**config.mk**
```make
export PLATFORM = sky130hd
export DESIGN_NAME = data_fifo_path_control
export DESIGN_NICKNAME = d
export VERILOG_FILES = /design/src/pkg/fifo_path_pkg.sv /design/src/rtl/data_fifo_path_control.sv
export SDC_FILE = /design/constraint.sdc
export NUM_CORES = 2
export LEC_CHECK = 0
export BUFFER_PORTS_ARGS = -buffer_cell sky130_fd_sc_hd__buf_4
export CAP_MARGIN = 10
export CORE_UTILIZATION = 56
export CTS_CLUSTER_DIAMETER = 80
export DETAILED_ROUTE_END_ITERATION = 16
export PLACE_DENSITY = 0.76
export SLEW_MARGIN = 20
export SYNTH_ARGS = -nofsm -noshare
export SYNTH_HDL_FRONTEND = slang
export SYNTH_SLANG_ARGS = --single-unit
```
**constraint.sdc**
```tcl
create_clock -name aclk -period 4.7 [get_ports aclk]
set_input_delay 0.235 -clock aclk [delete_from_list [all_inputs] [get_ports aclk]]
set_output_delay 0.235 -clock aclk [all_outputs]
set_load 0.05 [all_outputs]
```
**src/pkg/fifo_path_pkg.sv**
```systemverilog
// Purpose: Constants and carrier types for the data FIFO path control block.
// Assumes: 8-bit registers in the low byte lane of a 32-bit AXI4-Lite word.
// Notes:   Offsets are byte addresses; field positions are bit indices.
// Operation
// - SCSI transfer enable permits bus transfers; clearing it stops further ACKs.
// - Enable bits read back real hardware state; software polls until zero.
// - Synchronous data-in always permitted with nonzero offset in data-in phase.
// - SCSI DMA enable permits byte movement between SCSI block and FIFO.
// - Host DMA enable moves data; clearing it halts but keeps data and count.
// - Direction 1 fills from PCI or sequencer; 0 fills from SCSI or sequencer.
// - With both DMA acks low the sequencer may read and write either way.
// - Acknowledged direction changes only once all three enables are clear.
// - Flush pushes leftover bytes to memory; ignored if empty, or if PCI-to-SCSI while either DMA ack is set.
// - Hardware flushes on SCSI count zero or phase change in direction 0 unless disabled.
// - Flush bit reads 1 while any flush is pending or running.
// - Flush after sequencer writes makes blocks accept a partial quad word.
// - FIFO clear empties status, self-clears and loads byte offset pointers.
// - Line threshold flag follows line size: 32/16, 32/32 or 64/64 bytes.
// - Resets drop line threshold flag; FIFO clear forces it to direction.
// - Quad word empty stays 1 below eight stored bytes; resets force it.
// - Memory request pending set by threshold or done/flush; cleared by stop.
// - Level flag on quad word count match; bus request needs host DMA ack and master enable.
// - Host done set after host count zero and final transfer completes.
// - Full when every slot used, empty when none; resets force empty.
// - All control bits forced to zero by bus reset or soft chip reset.
package fifo_path_pkg;

  localparam int          ADDR_W        = 8;
  localparam logic [7:0]  STAT_OFS      = 8'h94;
  localparam logic [7:0]  CTRL_OFS      = 8'h98;
  localparam logic [7:0]  CFG_OFS       = 8'h9C;

  // Control register fields
  localparam int          C_WIDE_ODD    = 6;
  localparam int          C_SCSI_EN     = 5;
  localparam int          C_SDMA_EN     = 4;
  localparam int          C_HDMA_EN     = 3;
  localparam int          C_DIR         = 2;
  localparam int          C_DRAIN       = 1;
  localparam int          C_CLEAR       = 0;

  // Status register fields
  localparam int          S_LINE        = 6;
  localparam int          S_QWE         = 5;
  localparam int          S_MREQ        = 4;
  localparam int          S_HOST_DONE       = 3;
  localparam int          S_LEVEL       = 2;
  localparam int          S_FULL        = 1;
  localparam int          S_EMPTY       = 0;

  // Configuration register fields
  localparam int          G_LVL_LSB     = 0;
  localparam int          G_AUTO_OFF    = 2;

  localparam logic [7:0]  STAT_RESET    = 8'h21;
  localparam logic [7:0]  CTRL_RESET    = 8'h00;
  localparam logic [7:0]  CFG_RESET     = 8'h00;

  // Burst need in bytes by line size
  localparam logic [7:0]  LINE_MID_MIN  = 8'h08;
  localparam logic [7:0]  LINE_BIG_MIN  = 8'h10;
  localparam logic [7:0]  FILL_SMALL    = 8'h20;
  localparam logic [7:0]  DRAIN_SMALL   = 8'h10;
  localparam logic [7:0]  NEED_MID      = 8'h20;
  localparam logic [7:0]  NEED_BIG      = 8'h40;

  // Quad words per level selection
  localparam logic [7:0]  LEVEL_QW0     = 8'h01;
  localparam logic [7:0]  LEVEL_QW1     = 8'h02;
  localparam logic [7:0]  LEVEL_QW2     = 8'h04;
  localparam logic [7:0]  LEVEL_QW3     = 8'h08;
  localparam int          QW_SHIFT      = 3;

  localparam logic [1:0]  RESP_OKAY     = 2'h0;
  localparam logic [1:0]  RESP_SLVERR   = 2'h2;

  typedef enum logic [1:0] {
    DRAIN_IDLE = 2'b01,
    DRAIN_BUSY = 2'b10
  } drain_state_t;

  typedef struct packed {
    logic              awvalid;
    logic [ADDR_W-1:0] awaddr;
    logic              wvalid;
    logic [31:0]       wdata;
    logic [3:0]        wstrb;
    logic              bready;
    logic              arvalid;
    logic [ADDR_W-1:0] araddr;
    logic              rready;
  } axi_req_t;

  typedef struct packed {
    logic        awready;
    logic        wready;
    logic        bvalid;
    logic [1:0]  bresp;
    logic        arready;
    logic        rvalid;
    logic [31:0] rdata;
    logic [1:0]  rresp;
  } axi_rsp_t;

  typedef struct packed {
    logic       host_wr_valid;
    logic [7:0] host_wr_data;
    logic       host_rd_req;
    logic       scsi_wr_valid;
    logic [7:0] scsi_wr_data;
    logic       scsi_rd_req;
    logic       seq_wr;
    logic [7:0] seq_wr_data;
    logic       seq_rd;
    logic       scsi_busy;
    logic       host_busy;
    logic       sync_offset_nz;
    logic       data_in_phase;
    logic       scsi_phase_change;
    logic       scsi_count_zero;
    logic       scsi_xfer_done;
    logic       host_count_zero;
    logic       master_enable;
    logic       recv_master_abort;
    logic       recv_target_abort;
    logic [7:0] line_size;
    logic [2:0] low_host_addr;
  } side_in_t;

  typedef struct packed {
    logic [7:0] rd_data;
    logic       host_rd_valid;
    logic       scsi_rd_valid;
    logic       seq_rd_valid;
    logic [2:0] wr_taken;
    logic       scsi_xfer_permit;
    logic       scsi_dma_run;
    logic       host_dma_run;
    logic       path_dir;
    logic [2:0] byte_offset;
    logic       offset_load;
    logic       partial_accept;
    logic       line_thresh_ok;
    logic       qword_empty;
    logic       mem_req_pending;
    logic       host_done;
    logic       level_thresh_hit;
    logic       fifo_full_a;
    logic       fifo_empty;
    logic       bus_request_pin_n;
  } side_out_t;

endpackage : fifo_path_pkg

```
**src/rtl/data_fifo_path_control.sv**
```systemverilog
// Purpose: Data FIFO storage, path enables, flush and PCI request control.
// Assumes: All side inputs come from logic on aclk; soft_chip_reset is a level.
// Notes:   Soft chip reset clears the path but leaves a bus transfer intact.
//
// Our own choice: the AXI4-Lite interface to the registers.
`timescale 1ns/1ps
`default_nettype none

module data_fifo_path_control
  import fifo_path_pkg::*;
#(
  parameter int DEPTH = 128
) (
  input  wire logic      aclk,
  input  wire logic      aresetn,
  input  wire logic      ce,
  input  wire logic      soft_chip_reset,
  input  wire axi_req_t  axi_in,
  output var  axi_rsp_t  axi_out,
  input  wire side_in_t  side_in,
  output var  side_out_t side_out
);

  localparam int AW = $clog2(DEPTH);
  localparam int CW = $clog2(DEPTH + 1);

  typedef struct packed {
    logic              aw_got;
    logic [ADDR_W-1:0] aw_addr;
    logic              w_got;
    logic [7:0]        w_data;
    logic              w_lane;
    axi_rsp_t          axo;
  } bus_t;

  typedef struct packed {
    logic [DEPTH-1:0][7:0] mem;
    logic [AW-1:0]         wptr;
    logic [AW-1:0]         rptr;
    logic [CW-1:0]         count;
    logic                  wide_odd;
    logic                  scsi_en;
    logic                  sdma_en;
    logic                  hdma_en;
    logic                  dir_req;
    logic                  scsi_ack;
    logic                  sdma_ack;
    logic                  hdma_ack;
    drain_state_t          drain;
    logic [1:0]            lvl_sel;
    logic                  auto_off;
    bus_t                  bus;
    side_out_t             so;
  } state_t;

  // Known register offsets
  function automatic logic reg_hit(input logic [ADDR_W-1:0] a);
    reg_hit = (a == STAT_OFS) || (a == CTRL_OFS) || (a == CFG_OFS);
  endfunction : reg_hit

  // Bytes of space or data needed for one burst
  function automatic logic [7:0] burst_need(input logic [7:0] line, input logic filling);
    if (line >= LINE_BIG_MIN) begin
      burst_need = NEED_BIG;
    end else if (line >= LINE_MID_MIN) begin
      burst_need = NEED_MID;
    end else begin
      burst_need = filling ? FILL_SMALL : DRAIN_SMALL;
    end
  endfunction : burst_need

  // Quad word level per selection
  function automatic logic [7:0] level_qw(input logic [1:0] sel);
    case (sel)
      2'h0:    level_qw = LEVEL_QW0;
      2'h1:    level_qw = LEVEL_QW1;
      2'h2:    level_qw = LEVEL_QW2;
      default: level_qw = LEVEL_QW3;
    endcase
  endfunction : level_qw

  // Reset image
  function automatic state_t rst_state();
    state_t s;
    s                      = '0;
    s.drain                = DRAIN_IDLE;
    s.so.qword_empty       = STAT_RESET[S_QWE];
    s.so.fifo_empty        = STAT_RESET[S_EMPTY];
    s.so.fifo_full_a       = STAT_RESET[S_FULL];
    s.so.line_thresh_ok    = STAT_RESET[S_LINE];
    s.so.bus_request_pin_n = 1'b1;
    s.wide_odd             = CTRL_RESET[C_WIDE_ODD];
    s.lvl_sel              = CFG_RESET[G_LVL_LSB +: 2];
    s.auto_off             = CFG_RESET[G_AUTO_OFF];
    return s;
  endfunction : rst_state

  state_t r;
  state_t n;

  // Next state of the whole block
  always_comb begin
    logic          wr_ctrl;
    logic          wr_cfg;
    logic          drain_req;
    logic          clear_req;
    logic          permit;
    logic          seq_ok;
    logic          full;
    logic          empty;
    logic [2:0]    wsel;
    logic [2:0]    rsel;
    logic          do_wr;
    logic          do_rd;
    logic [7:0]    wdata;
    logic [7:0]    ctrl_rd;
    logic [7:0]    stat_rd;
    logic [7:0]    cfg_rd;
    logic [7:0]    rd_byte;
    logic          drain_go;
    logic          mreq_set;
    logic          mreq_stop;
    logic          bus_ok;
    logic [CW-1:0] space;
    bus_t          keep;
    wr_ctrl   = 1'b0;
    wr_cfg    = 1'b0;
    drain_req = 1'b0;
    clear_req = 1'b0;
    wdata     = 8'h00;
    rd_byte   = 8'h00;
    keep      = r.bus;
    n         = r;
    n.so.host_rd_valid = 1'b0;
    n.so.scsi_rd_valid = 1'b0;
    n.so.seq_rd_valid  = 1'b0;
    n.so.wr_taken      = 3'h0;
    n.so.offset_load   = 1'b0;

    // Register images
    ctrl_rd = {1'b0, r.wide_odd, r.scsi_ack, r.sdma_ack, r.hdma_ack, r.so.path_dir,
               (r.drain == DRAIN_BUSY), 1'b0};
    stat_rd = {1'b0, r.so.line_thresh_ok, r.so.qword_empty, r.so.mem_req_pending,
               r.so.host_done, r.so.level_thresh_hit, r.so.fifo_full_a, r.so.fifo_empty};
    cfg_rd  = {5'h00, r.auto_off, r.lvl_sel};

    // Write address and data are taken in either order
    if (axi_in.awvalid && r.bus.axo.awready) begin
      n.bus.aw_got  = 1'b1;
      n.bus.aw_addr = axi_in.awaddr;
    end
    if (axi_in.wvalid && r.bus.axo.wready) begin
      n.bus.w_got  = 1'b1;
      n.bus.w_data = axi_in.wdata[7:0];
      n.bus.w_lane = axi_in.wstrb[0];
    end
    if (r.bus.aw_got && r.bus.w_got && !r.bus.axo.bvalid) begin
      n.bus.aw_got    = 1'b0;
      n.bus.w_got     = 1'b0;
      n.bus.axo.bvalid = 1'b1;
      n.bus.axo.bresp  = reg_hit(r.bus.aw_addr) ? RESP_OKAY : RESP_SLVERR;
      wr_ctrl = r.bus.w_lane && (r.bus.aw_addr == CTRL_OFS);
      wr_cfg  = r.bus.w_lane && (r.bus.aw_addr == CFG_OFS);
    end else if (r.bus.axo.bvalid && axi_in.bready) begin
      n.bus.axo.bvalid = 1'b0;
    end

    // Read answers one cycle after the address is taken
    if (axi_in.arvalid && r.bus.axo.arready) begin
      n.bus.axo.rvalid = 1'b1;
      n.bus.axo.rresp  = reg_hit(axi_in.araddr) ? RESP_OKAY : RESP_SLVERR;
      case (axi_in.araddr)
        STAT_OFS: n.bus.axo.rdata = {24'h000000, stat_rd};
        CTRL_OFS: n.bus.axo.rdata = {24'h000000, ctrl_rd};
        CFG_OFS:  n.bus.axo.rdata = {24'h000000, cfg_rd};
        default:  n.bus.axo.rdata = 32'h00000000;
      endcase
    end else if (r.bus.axo.rvalid && axi_in.rready) begin
      n.bus.axo.rvalid = 1'b0;
    end
    // One transfer each way at a time
    n.bus.axo.awready = !n.bus.aw_got && !n.bus.axo.bvalid;
    n.bus.axo.wready  = !n.bus.w_got && !n.bus.axo.bvalid;
    n.bus.axo.arready = !n.bus.axo.rvalid;

    // Software writes; flush and clear are one-shot requests
    if (wr_ctrl) begin
      n.wide_odd = r.bus.w_data[C_WIDE_ODD];
      n.scsi_en  = r.bus.w_data[C_SCSI_EN];
      n.sdma_en  = r.bus.w_data[C_SDMA_EN];
      n.hdma_en  = r.bus.w_data[C_HDMA_EN];
      n.dir_req  = r.bus.w_data[C_DIR];
      drain_req  = r.bus.w_data[C_DRAIN];
      clear_req  = r.bus.w_data[C_CLEAR];
      if (r.bus.w_data[C_HDMA_EN] && !r.hdma_en) begin
        n.so.host_done = 1'b0;
      end
    end
    if (wr_cfg) begin
      n.lvl_sel  = r.bus.w_data[G_LVL_LSB +: 2];
      n.auto_off = r.bus.w_data[G_AUTO_OFF];
    end

    // Acks drop only once the engine behind them is idle
    n.scsi_ack = n.scsi_en || (r.scsi_ack && side_in.scsi_busy);
    n.sdma_ack = n.sdma_en || (r.sdma_ack && side_in.scsi_busy);
    n.hdma_ack = n.hdma_en || (r.hdma_ack && side_in.host_busy);
    if (!n.scsi_en && !n.sdma_en && !n.hdma_en &&
        !n.scsi_ack && !n.sdma_ack && !n.hdma_ack) begin
      n.so.path_dir = n.dir_req;
    end

    // Path permissions from the present enables and acks
    permit = r.scsi_en || (side_in.sync_offset_nz && side_in.data_in_phase);
    seq_ok = !r.hdma_ack && !r.sdma_ack;
    full   = (r.count == CW'(DEPTH));
    empty  = (r.count == '0);

    // Filling side: host on direction 1, SCSI on direction 0
    wsel = 3'h0;
    if (r.hdma_ack && r.so.path_dir && side_in.host_wr_valid) begin
      wsel  = 3'h1;
      wdata = side_in.host_wr_data;
    end else if (r.sdma_ack && !r.so.path_dir && side_in.scsi_wr_valid && permit) begin
      wsel  = 3'h2;
      wdata = side_in.scsi_wr_data;
    end else if (seq_ok && side_in.seq_wr) begin
      wsel  = 3'h4;
      wdata = side_in.seq_wr_data;
    end
    do_wr = (wsel != 3'h0) && !full;

    // Draining side mirrors the filling side
    rsel = 3'h0;
    if (r.hdma_ack && !r.so.path_dir && side_in.host_rd_req) begin
      rsel = 3'h1;
    end else if (r.sdma_ack && r.so.path_dir && side_in.scsi_rd_req && r.scsi_en) begin
      rsel = 3'h2;
    end else if (seq_ok && side_in.seq_rd) begin
      rsel = 3'h4;
    end
    do_rd = (rsel != 3'h0) && !empty;
    if (do_rd) begin
      rd_byte = r.mem[r.rptr];
    end

    // One slot per byte keeps partial words
    if (do_wr) begin
      n.mem[r.wptr] = wdata;
      n.wptr        = r.wptr + 1'b1;
      n.so.wr_taken = wsel;
    end
    if (do_rd) begin
      n.so.rd_data       = rd_byte;
      n.rptr             = r.rptr + 1'b1;
      n.so.host_rd_valid = rsel[0];
      n.so.scsi_rd_valid = rsel[1];
      n.so.seq_rd_valid  = rsel[2];
    end
    n.count = r.count + CW'(do_wr) - CW'(do_rd);

    // Manual and automatic flush
    drain_go = (drain_req && !empty && (!r.so.path_dir || seq_ok)) ||
               (!r.auto_off && !r.so.path_dir && !empty &&
                (side_in.scsi_count_zero || side_in.scsi_phase_change));
    case (r.drain)
      DRAIN_IDLE: begin
        if (drain_go) begin
          n.drain = DRAIN_BUSY;
        end
      end
      DRAIN_BUSY: begin
        if (empty && !side_in.host_busy) begin
          n.drain = DRAIN_IDLE;
        end
      end
      default: begin
        n.drain = DRAIN_IDLE;
      end
    endcase
    n.so.partial_accept = (n.drain == DRAIN_BUSY);

    // Memory request and host completion
    mreq_set  = r.hdma_ack && (r.so.level_thresh_hit ||
                ((side_in.scsi_xfer_done || r.drain == DRAIN_BUSY) && !r.so.qword_empty));
    mreq_stop = side_in.host_count_zero || (!r.so.path_dir && empty) ||
                (r.so.path_dir && full) || !r.hdma_en || r.so.host_done;
    if (mreq_stop) begin
      n.so.mem_req_pending = 1'b0;
    end else if (mreq_set) begin
      n.so.mem_req_pending = 1'b1;
    end
    if (r.hdma_ack && side_in.host_count_zero && !side_in.host_busy) begin
      n.so.host_done = 1'b1;
    end

    // FIFO clear empties the path and loads the byte offset
    if (clear_req) begin
      n.count              = '0;
      n.wptr               = AW'(side_in.low_host_addr);
      n.rptr               = AW'(side_in.low_host_addr);
      n.drain              = DRAIN_IDLE;
      n.so.mem_req_pending = 1'b0;
      n.so.byte_offset     = side_in.low_host_addr;
      n.so.offset_load     = 1'b1;
    end

    // Flags from the next count
    space                 = CW'(DEPTH) - n.count;
    n.so.fifo_full_a      = (n.count == CW'(DEPTH));
    n.so.fifo_empty       = (n.count == '0);
    n.so.qword_empty      = (n.count < CW'(8));
    n.so.level_thresh_hit = ((n.count >> QW_SHIFT) == CW'(level_qw(n.lvl_sel)));
    n.so.line_thresh_ok   = n.so.path_dir ?
                            (space >= CW'(burst_need(side_in.line_size, 1'b1))) :
                            (n.count >= CW'(burst_need(side_in.line_size, 1'b0)));
    if (clear_req) begin
      n.so.line_thresh_ok = n.so.path_dir;
    end

    // Bus request gating
    bus_ok = n.so.mem_req_pending && n.hdma_ack && !side_in.host_count_zero &&
             side_in.master_enable && !side_in.recv_master_abort &&
             !side_in.recv_target_abort;
    n.so.bus_request_pin_n = !bus_ok;
    n.so.scsi_xfer_permit  = n.scsi_en || (side_in.sync_offset_nz && side_in.data_in_phase);
    n.so.scsi_dma_run      = n.sdma_ack;
    n.so.host_dma_run      = n.hdma_ack;

    // Soft chip reset clears the path, not the bus slave
    if (soft_chip_reset) begin
      keep  = n.bus;
      n     = rst_state();
      n.bus = keep;
    end
  end

  // Single state register, frozen while ce is low and aresetn is high
  always_ff @(posedge aclk) begin
    if (!aresetn) begin
      r <= rst_state();
    end else if (ce) begin
      r <= n;
    end
  end

  assign axi_out  = r.bus.axo;
  assign side_out = r.so;

endmodule : data_fifo_path_control

`default_nettype wire

```
======== Yosys cells after proc, flatten, opt, wreduce, memory -nomap -nowiden ========
Index checks and enable logic that the tools add are counted.
storage, ports and cells
  register bits after elaboration ......... 1150
  input port bits ......................... 113
  output and inout bits ................... 72
  logic and storage cells ................. 377
operators by class
  $add $sub $neg .......................... 5
  $lt $le $gt $ge ......................... 8
  eq/ne operators ......................... 14
  mux-type cells .......................... 57
  reductions and logical operators ........ 118
operator list
  kind                                                number
  two-way mux 1150 bit                                1
  two-way mux 1031 bit                                1
  bitwise mux 1024 bit                                1
  == test 8 bit, second input constant                8
  binary-select mux 8 bit (select 7 bit)              1
  demux 8 bit (select 7 bit)                          1
  logical AND 1 bit                                   54
  two-way mux 8 bit                                   5
  two-way mux 34 bit                                  1
  logical NOT 1 bit                                   24
  two-way mux 3 bit                                   8
  two-way mux 22 bit                                  1
  two-way mux 7 bit                                   3
  one-hot mux 7 bit (3 select lines)                  1
  two-way mux 1 bit                                   19
  logical OR 1 bit                                    18
  nonzero test 3 bit                                  6
  >= comparator 8 bit                                 2
  logical NOT 8 bit                                   2
  < comparator 7 x 8 -> 1 bit, second input constant  2
  adder 7 x 1 -> 7 bit, second input constant         2
  AND reduction 2 bit                                 7
  two-way mux 2 bit                                   6
  one-hot mux 4 bit (3 select lines)                  1
  other kinds (20)                                    27

======== Logic depth before layout (Yosys ltp) ========
  depth in word-level cells ............... 16
  depth in mapped cells ................... 19
  mapped depth without buffers ............ 19

======== Least setup slack after synthesis ========
Ideal clock, no wire load.
  path kind ............................... flip-flop to flip-flop
  from .................................... register r[96] (netlist name)
  to ...................................... register r (netlist bit side_out[7])
  setup time .............................. 132 ps
  data arrival time ....................... 4192 ps
  data required time ...................... 4568 ps
  setup slack ............................. 375 ps
  stages on the path, launching flop included .. 18
  path buffers ............................ 1
  period minus slack after synthesis ...... 4325 ps
  path through ............................ dfxtp_1 clkbuf_1 or3b_2 a32oi_2 xnor2_1 ha_1 fa_1 a211o_1 a21o_1 a2111oi_0 nor2_1 nor2_1 xnor2_1 ha_1 a21oi_1 nand2_1 nor3_1 o311ai_1
on the way
  longest elaborated chain between the ends .. 16
  elaborated cells on any way between the ends .. 32
  classes of those cells .................. 3 x add/sub; 2 x order compare; 11 x mux; 16 x reduce/logical
ends and longest elaborated chain
  item                       line                           text
  from (decl)                data_fifo_path_control.sv:98   state_t r;
  from (signal assigned)     data_fifo_path_control.sv:341  r <= rst_state();
  from (signal assigned)     data_fifo_path_control.sv:343  r <= n;
  logical NOT 1 bit          data_fifo_path_control.sv:215  seq_ok = !r.hdma_ack && !r.sdma_ack;
  logical AND 1 bit          data_fifo_path_control.sv:215
  logical AND 1 bit          data_fifo_path_control.sv:227  end else if (seq_ok && side_in.seq_wr) begin
  two-way mux 3 bit          data_fifo_path_control.sv:227
  two-way mux 3 bit          data_fifo_path_control.sv:224  end else if (r.sdma_ack && !r.so.path_dir && side_in.scsi_wr_valid && permit) begin
  two-way mux 3 bit          data_fifo_path_control.sv:221  if (r.hdma_ack && r.so.path_dir && side_in.host_wr_valid) begin
  nonzero test 3 bit         data_fifo_path_control.sv:231  do_wr = (wsel != 3'h0) && !full;
  logical AND 1 bit          data_fifo_path_control.sv:231
  adder 8 x 1 -> 8 bit       data_fifo_path_control.sv:260  n.count = r.count + CW'(do_wr) - CW'(do_rd);
  subtractor 8 x 1 -> 8 bit  data_fifo_path_control.sv:260
  two-way mux 22 bit         data_fifo_path_control.sv:298  if (clear_req) begin
  subtractor 8 bit           data_fifo_path_control.sv:309  space = CW'(DEPTH) - n.count;
  >= comparator 8 bit        data_fifo_path_control.sv:315  (space >= CW'(burst_need(side_in.line_size, 1'b1))) :
  two-way mux 1 bit          data_fifo_path_control.sv:314  n.so.line_thresh_ok = n.so.path_dir ?
  two-way mux 1 bit *        data_fifo_path_control.sv:317  if (clear_req) begin
  two-way mux 1150 bit *     data_fifo_path_control.sv:331  if (soft_chip_reset) begin
Every way passes the cells marked *; elsewhere a longest branch is shown, timed or not.
A chain may end at the register's enable or synchronous reset.

======== Worst setup path after layout ========
  from .................................... register r[106] (netlist name)
  to ...................................... register r (netlist bit side_out[7])
on the way
  longest elaborated chain between the ends .. 11
  elaborated cells on any way between the ends .. 15
  classes of those cells .................. 3 x add/sub; 2 x order compare; 1 x eq/ne; 4 x mux; 5 x reduce/logical
ends and longest elaborated chain
  item                         line                           text
  == test 8 bit                data_fifo_path_control.sv:216  full = (r.count == CW'(DEPTH));
  logical NOT 1 bit            data_fifo_path_control.sv:231
  logical AND 1 bit            data_fifo_path_control.sv:231
  adder 8 x 1 -> 8 bit         data_fifo_path_control.sv:260
  subtractor 8 x 1 -> 8 bit *  data_fifo_path_control.sv:260
  two-way mux 22 bit *         data_fifo_path_control.sv:298
  subtractor 8 bit             data_fifo_path_control.sv:309
  >= comparator 8 bit          data_fifo_path_control.sv:315
  two-way mux 1 bit *          data_fifo_path_control.sv:314
  two-way mux 1 bit *          data_fifo_path_control.sv:317
  two-way mux 1150 bit *       data_fifo_path_control.sv:331
Marked as above.

==> flow_metrics.tcl <==
set metrics [dict create \
    hold_slack_ps 26.1 \
    global_route_wire_length_before_repair_mm 249 \
    io-pin-count 185 \
    compound_cell_area_share_of_the_yosys_netlist_pct 19.2 \
    synthAdderAreaFrac_pct 0.517 \
    holdPathEnd "r[98]$_SDFFE_PN0P_" \
    holdCritStartpoint "side_in[21]" \
    synthFlopType "dfxtp_1" \
    route.vias.total 43215 \
    r2r_setup_slack_ps 340 \
    vias_per_std_cell 6.65 \
    core.rowCount 111 \
    insertion_delay_ps 730 \
    worst_r2r_endpoint "side_out[7]$_SDFFE_PN0P_" \
    final-max-slew-violation-count 0 \
    syn_area_um2 52200 \
    ir_worst_vdd_mv 0.319 \
    finalCoreUtilization_pct 62.8 \
    crit_required_ps 5270 \
    gp_congestion 0.956 \
    min_delay_path_depth 5 \
    total_grt_overflow 0 \
    critical_path.startpoint_type "register" \
    ys_ff_latch 1120 \
    layout-drive-gt1-share_pct 14.5 \
    path_cells "inv_1 -> ha_1 -> and4bb_2 -> nand2_1 -> o21ai_2 -> xnor2_1 -> ha_1 -> fa_1 -> a211o_1 -> a21o_1 -> a2111oi_2 -> nor2_1 -> nor2_1 -> xnor2_1 -> ha_1 -> a21oi_1 -> nand2_1 -> nor3_1 -> o311ai_1" \
    nNetsFinal 5297 \
    worstHoldPathType "in2reg" \
    post-synth-top-count-cell "dfxtp_1" \
    rsz0062_at_grt "no" \
    critPathMostFrequentCell "ha_1" \
    worstReg2RegStart "r[106]$_SDFFE_PN0P_" \
    grt_start_max_net_pins 277 \
    syn-mean-instance-area_um2 9.95 \
    synth-seq-area-share_pct 42.9 \
    yosys_warnings 0 \
    grt.total_usage_pct 33.8 \
    crit_fanout 5 \
    detailedRoute.firstIterationViolations 6659 \
    die_width_um 307 \
    cts_root_buf "clkbuf_16" \
    static-leakage-power_nw 17.6 \
    post-route-drc-count 0 \
    synth_simple_gate_area_share_pct 18.7 \
    yosys.area.top_type_share_pct 42.9 \
    tritoncts_sink_count 1120 \
    layout_worst_path_cycle_share_pct 92.8 \
    synth_edf_count 0 \
    fill_count 7364 \
    layout_min_cycle_time_ps 4360 \
    slowest_stage "fa_1" \
    syn2layout_area_growth_pct 10.7 \
    netlist_top_cells_area "dfxtp_1, mux4_2, a22oi_1" \
    skew_ps 36.3 \
    post_synth_most_frequent_cells "dfxtp_1, nor2b_1, a22oi_1" \
    synthCells 5248 \
    wl_per_cell_um 25.2 \
    netlist.top_cell.by_area "dfxtp_1" \
    synth_cell_type_count 79 \
    max_slew_margin_pct 19.6 \
    critPathKind "reg2reg" \
    synthArstFlopShare_pct 0 \
    clock_tree.buffer_depth 3 \
    synthXorXnorAreaFrac_pct 0.101 \
    synth_top_family_by_area "compound AO/OA/AOI/OAI gates" \
    status "finished clean" \
    floorplan.die_area_um2 94500 \
    dp_slack_ps -45.7 \
    core_um2 92100 \
    drv_cap 0 \
    worst-r2r-cell-count 19 \
    synth.mux.area_fraction_pct 14.3 \
    detailedRoute.firstPassIterationCount 7 \
    grt_pass1_vias 41245 \
    register_clock_pin_slew_on_the_reported_worst_setup_and_hold_paths_ps 60 \
    pnr_total_power_mw 21.3 \
    final-setup-viol-count 0 \
    cts_tree "yes" \
    worst-endpoint-arrival_ps 4940 \
    timing.critical_path.slowest_cell_delay_ps 450 \
    grt_antenna_before_repair 0 \
    finalWirelength_mm 164 \
    cts.htree.levels 3 \
    powerDensity_nw_per_um2 369 \
    dieHeight_um 307 \
    timing_hold_violations_final 0 \
    worst_tran_pin_value_ps 1200 \
    io_buffers 126 \
    cts-buffers-inserted 113 \
    postCtsSetupRepairBufs 0 \
    postRouteAntennaNets 0 \
    cp-end-kind "register" \
    fin_ws_ps 337 \
    place.detailed.hpwl_mm 103 \
    floorplan.initialDensity_pct 56.7 \
    max_freq_ghz 0.229 \
]
## repair_timing
action                     4_1_cts  5_1_grt
hold buffers                    33        0
setup endpoints to repair        1        1
hold endpoints to repair        89        0
resized for setup                1        4
## area by class of cell
type,count,area (um^2),area share (%)
clock inverters,42,541,0.934
multi-input cells,3663,27800,48.1
diodes,2,5.00,0.00865
inverters,22,82.6,0.143
clock buffers,162,3220,5.57
flip-flops and latches,1120,22400,38.8
repair buffers,243,2180,3.76
well taps,1243,1560,2.69
## worst max-delay path: cells and delay by family, from the launching register on
kind            cells  cell delay (ps)
fa+ha+maj           4             1200
buf+inv             1               70
simple gates        6             1050
flops               1              350
compound gates      6             1340
xor+xnor            2              240
## metal layers
layer	wire length (um)	GRT usage (%)
met3	18800	8.25
met5	26	0
met2	72700	51.4
met1	64300	45.2
met4	8070	16.1
## how the worst max path moves through the flow
stage | startpoint | end | slack (ps) | cells past startpoint
after floorplan | r[96]$_SDFFE_PN0P_ | side_out[7]$_SDFFE_PN0P_ | 380 | 17
after global placement | r[106]$_SDFFE_PN0P_ | side_out[7]$_SDFFE_PN0P_ | -30 | 19
after detailed placement | r[106]$_SDFFE_PN0P_ | side_out[7]$_SDFFE_PN0P_ | -50 | 19
after CTS | r[106]$_SDFFE_PN0P_ | side_out[7]$_SDFFE_PN0P_ | 30 | 19
after global routing | r[106]$_SDFFE_PN0P_ | side_out[7]$_SDFFE_PN0P_ | 50 | 19
final | r[106]$_SDFFE_PN0P_ | side_out[7]$_SDFFE_PN0P_ | 340 | 19
## stage by stage
step           std cells  TNS [ps]  area [um^2]
2_1_floorplan       5274         0        52300
3_3_place_gp        6258     -28.0        53700
3_5_place_dp        6258     -45.7        53700
4_1_cts             6495         0        57800
5_1_grt             6495         0        57800
6_report            6497         0        57800
## report_power, final
| group | internal (mW) | leakage (nW) | switching, mW |
|---|---|---|---|
| clock network | 5.27 | 1.86 | 3.96 |
| logic | 0.896 | 6.71 | 1.61 |
| registers | 9.53 | 9.02 | 0.0570 |
| total | 15.7 | 17.6 | 5.62 |
## cell usage in the layout, fill, tap and decap left out, types with 10 or more instances in the layout
cell,count
dfxtp_1,1116
nor2b_1,791
a22oi_1,759
nand2_1,397
nand3_1,320
a21boi_0,318
mux4_2,316
buf_4,188
nor2_1,182
a21oi_1,157
clkbuf_16,113
o21ai_1,48
o21ai_0,40
dlygate4sd3_1,33
clkbuf_1,28
conb_1,27
mux2i_1,26
nor3_1,25
clkinv_2,25
inv_1,22
clkbuf_8,21
buf_12,21
ha_1,20
nand2b_1,17
o22ai_1,16
nand3b_1,15
and2_1,15
a22o_1,10
## flip-flops by register name, summed over array words and instances (netlist names)
signal / cells
axi_out: 14
r: 1077
side_out: 29
## cells by family (layout without fill, tap and decap cells)
logic type / Yosys count / in the layout
DFF: 1120 / 1120
adders and majority gates: 21 / 21
xor gates and xnor gates: 6 / 6
AOI/OAI and AO/OA: 1408 / 1408
and+or+nand+nor: 1850 / 1850
buffers and inverters: 491 / 469
muxes: 351 / 351
other: 1 / 29
Note: power is estimated with default switching activity, not from simulation.
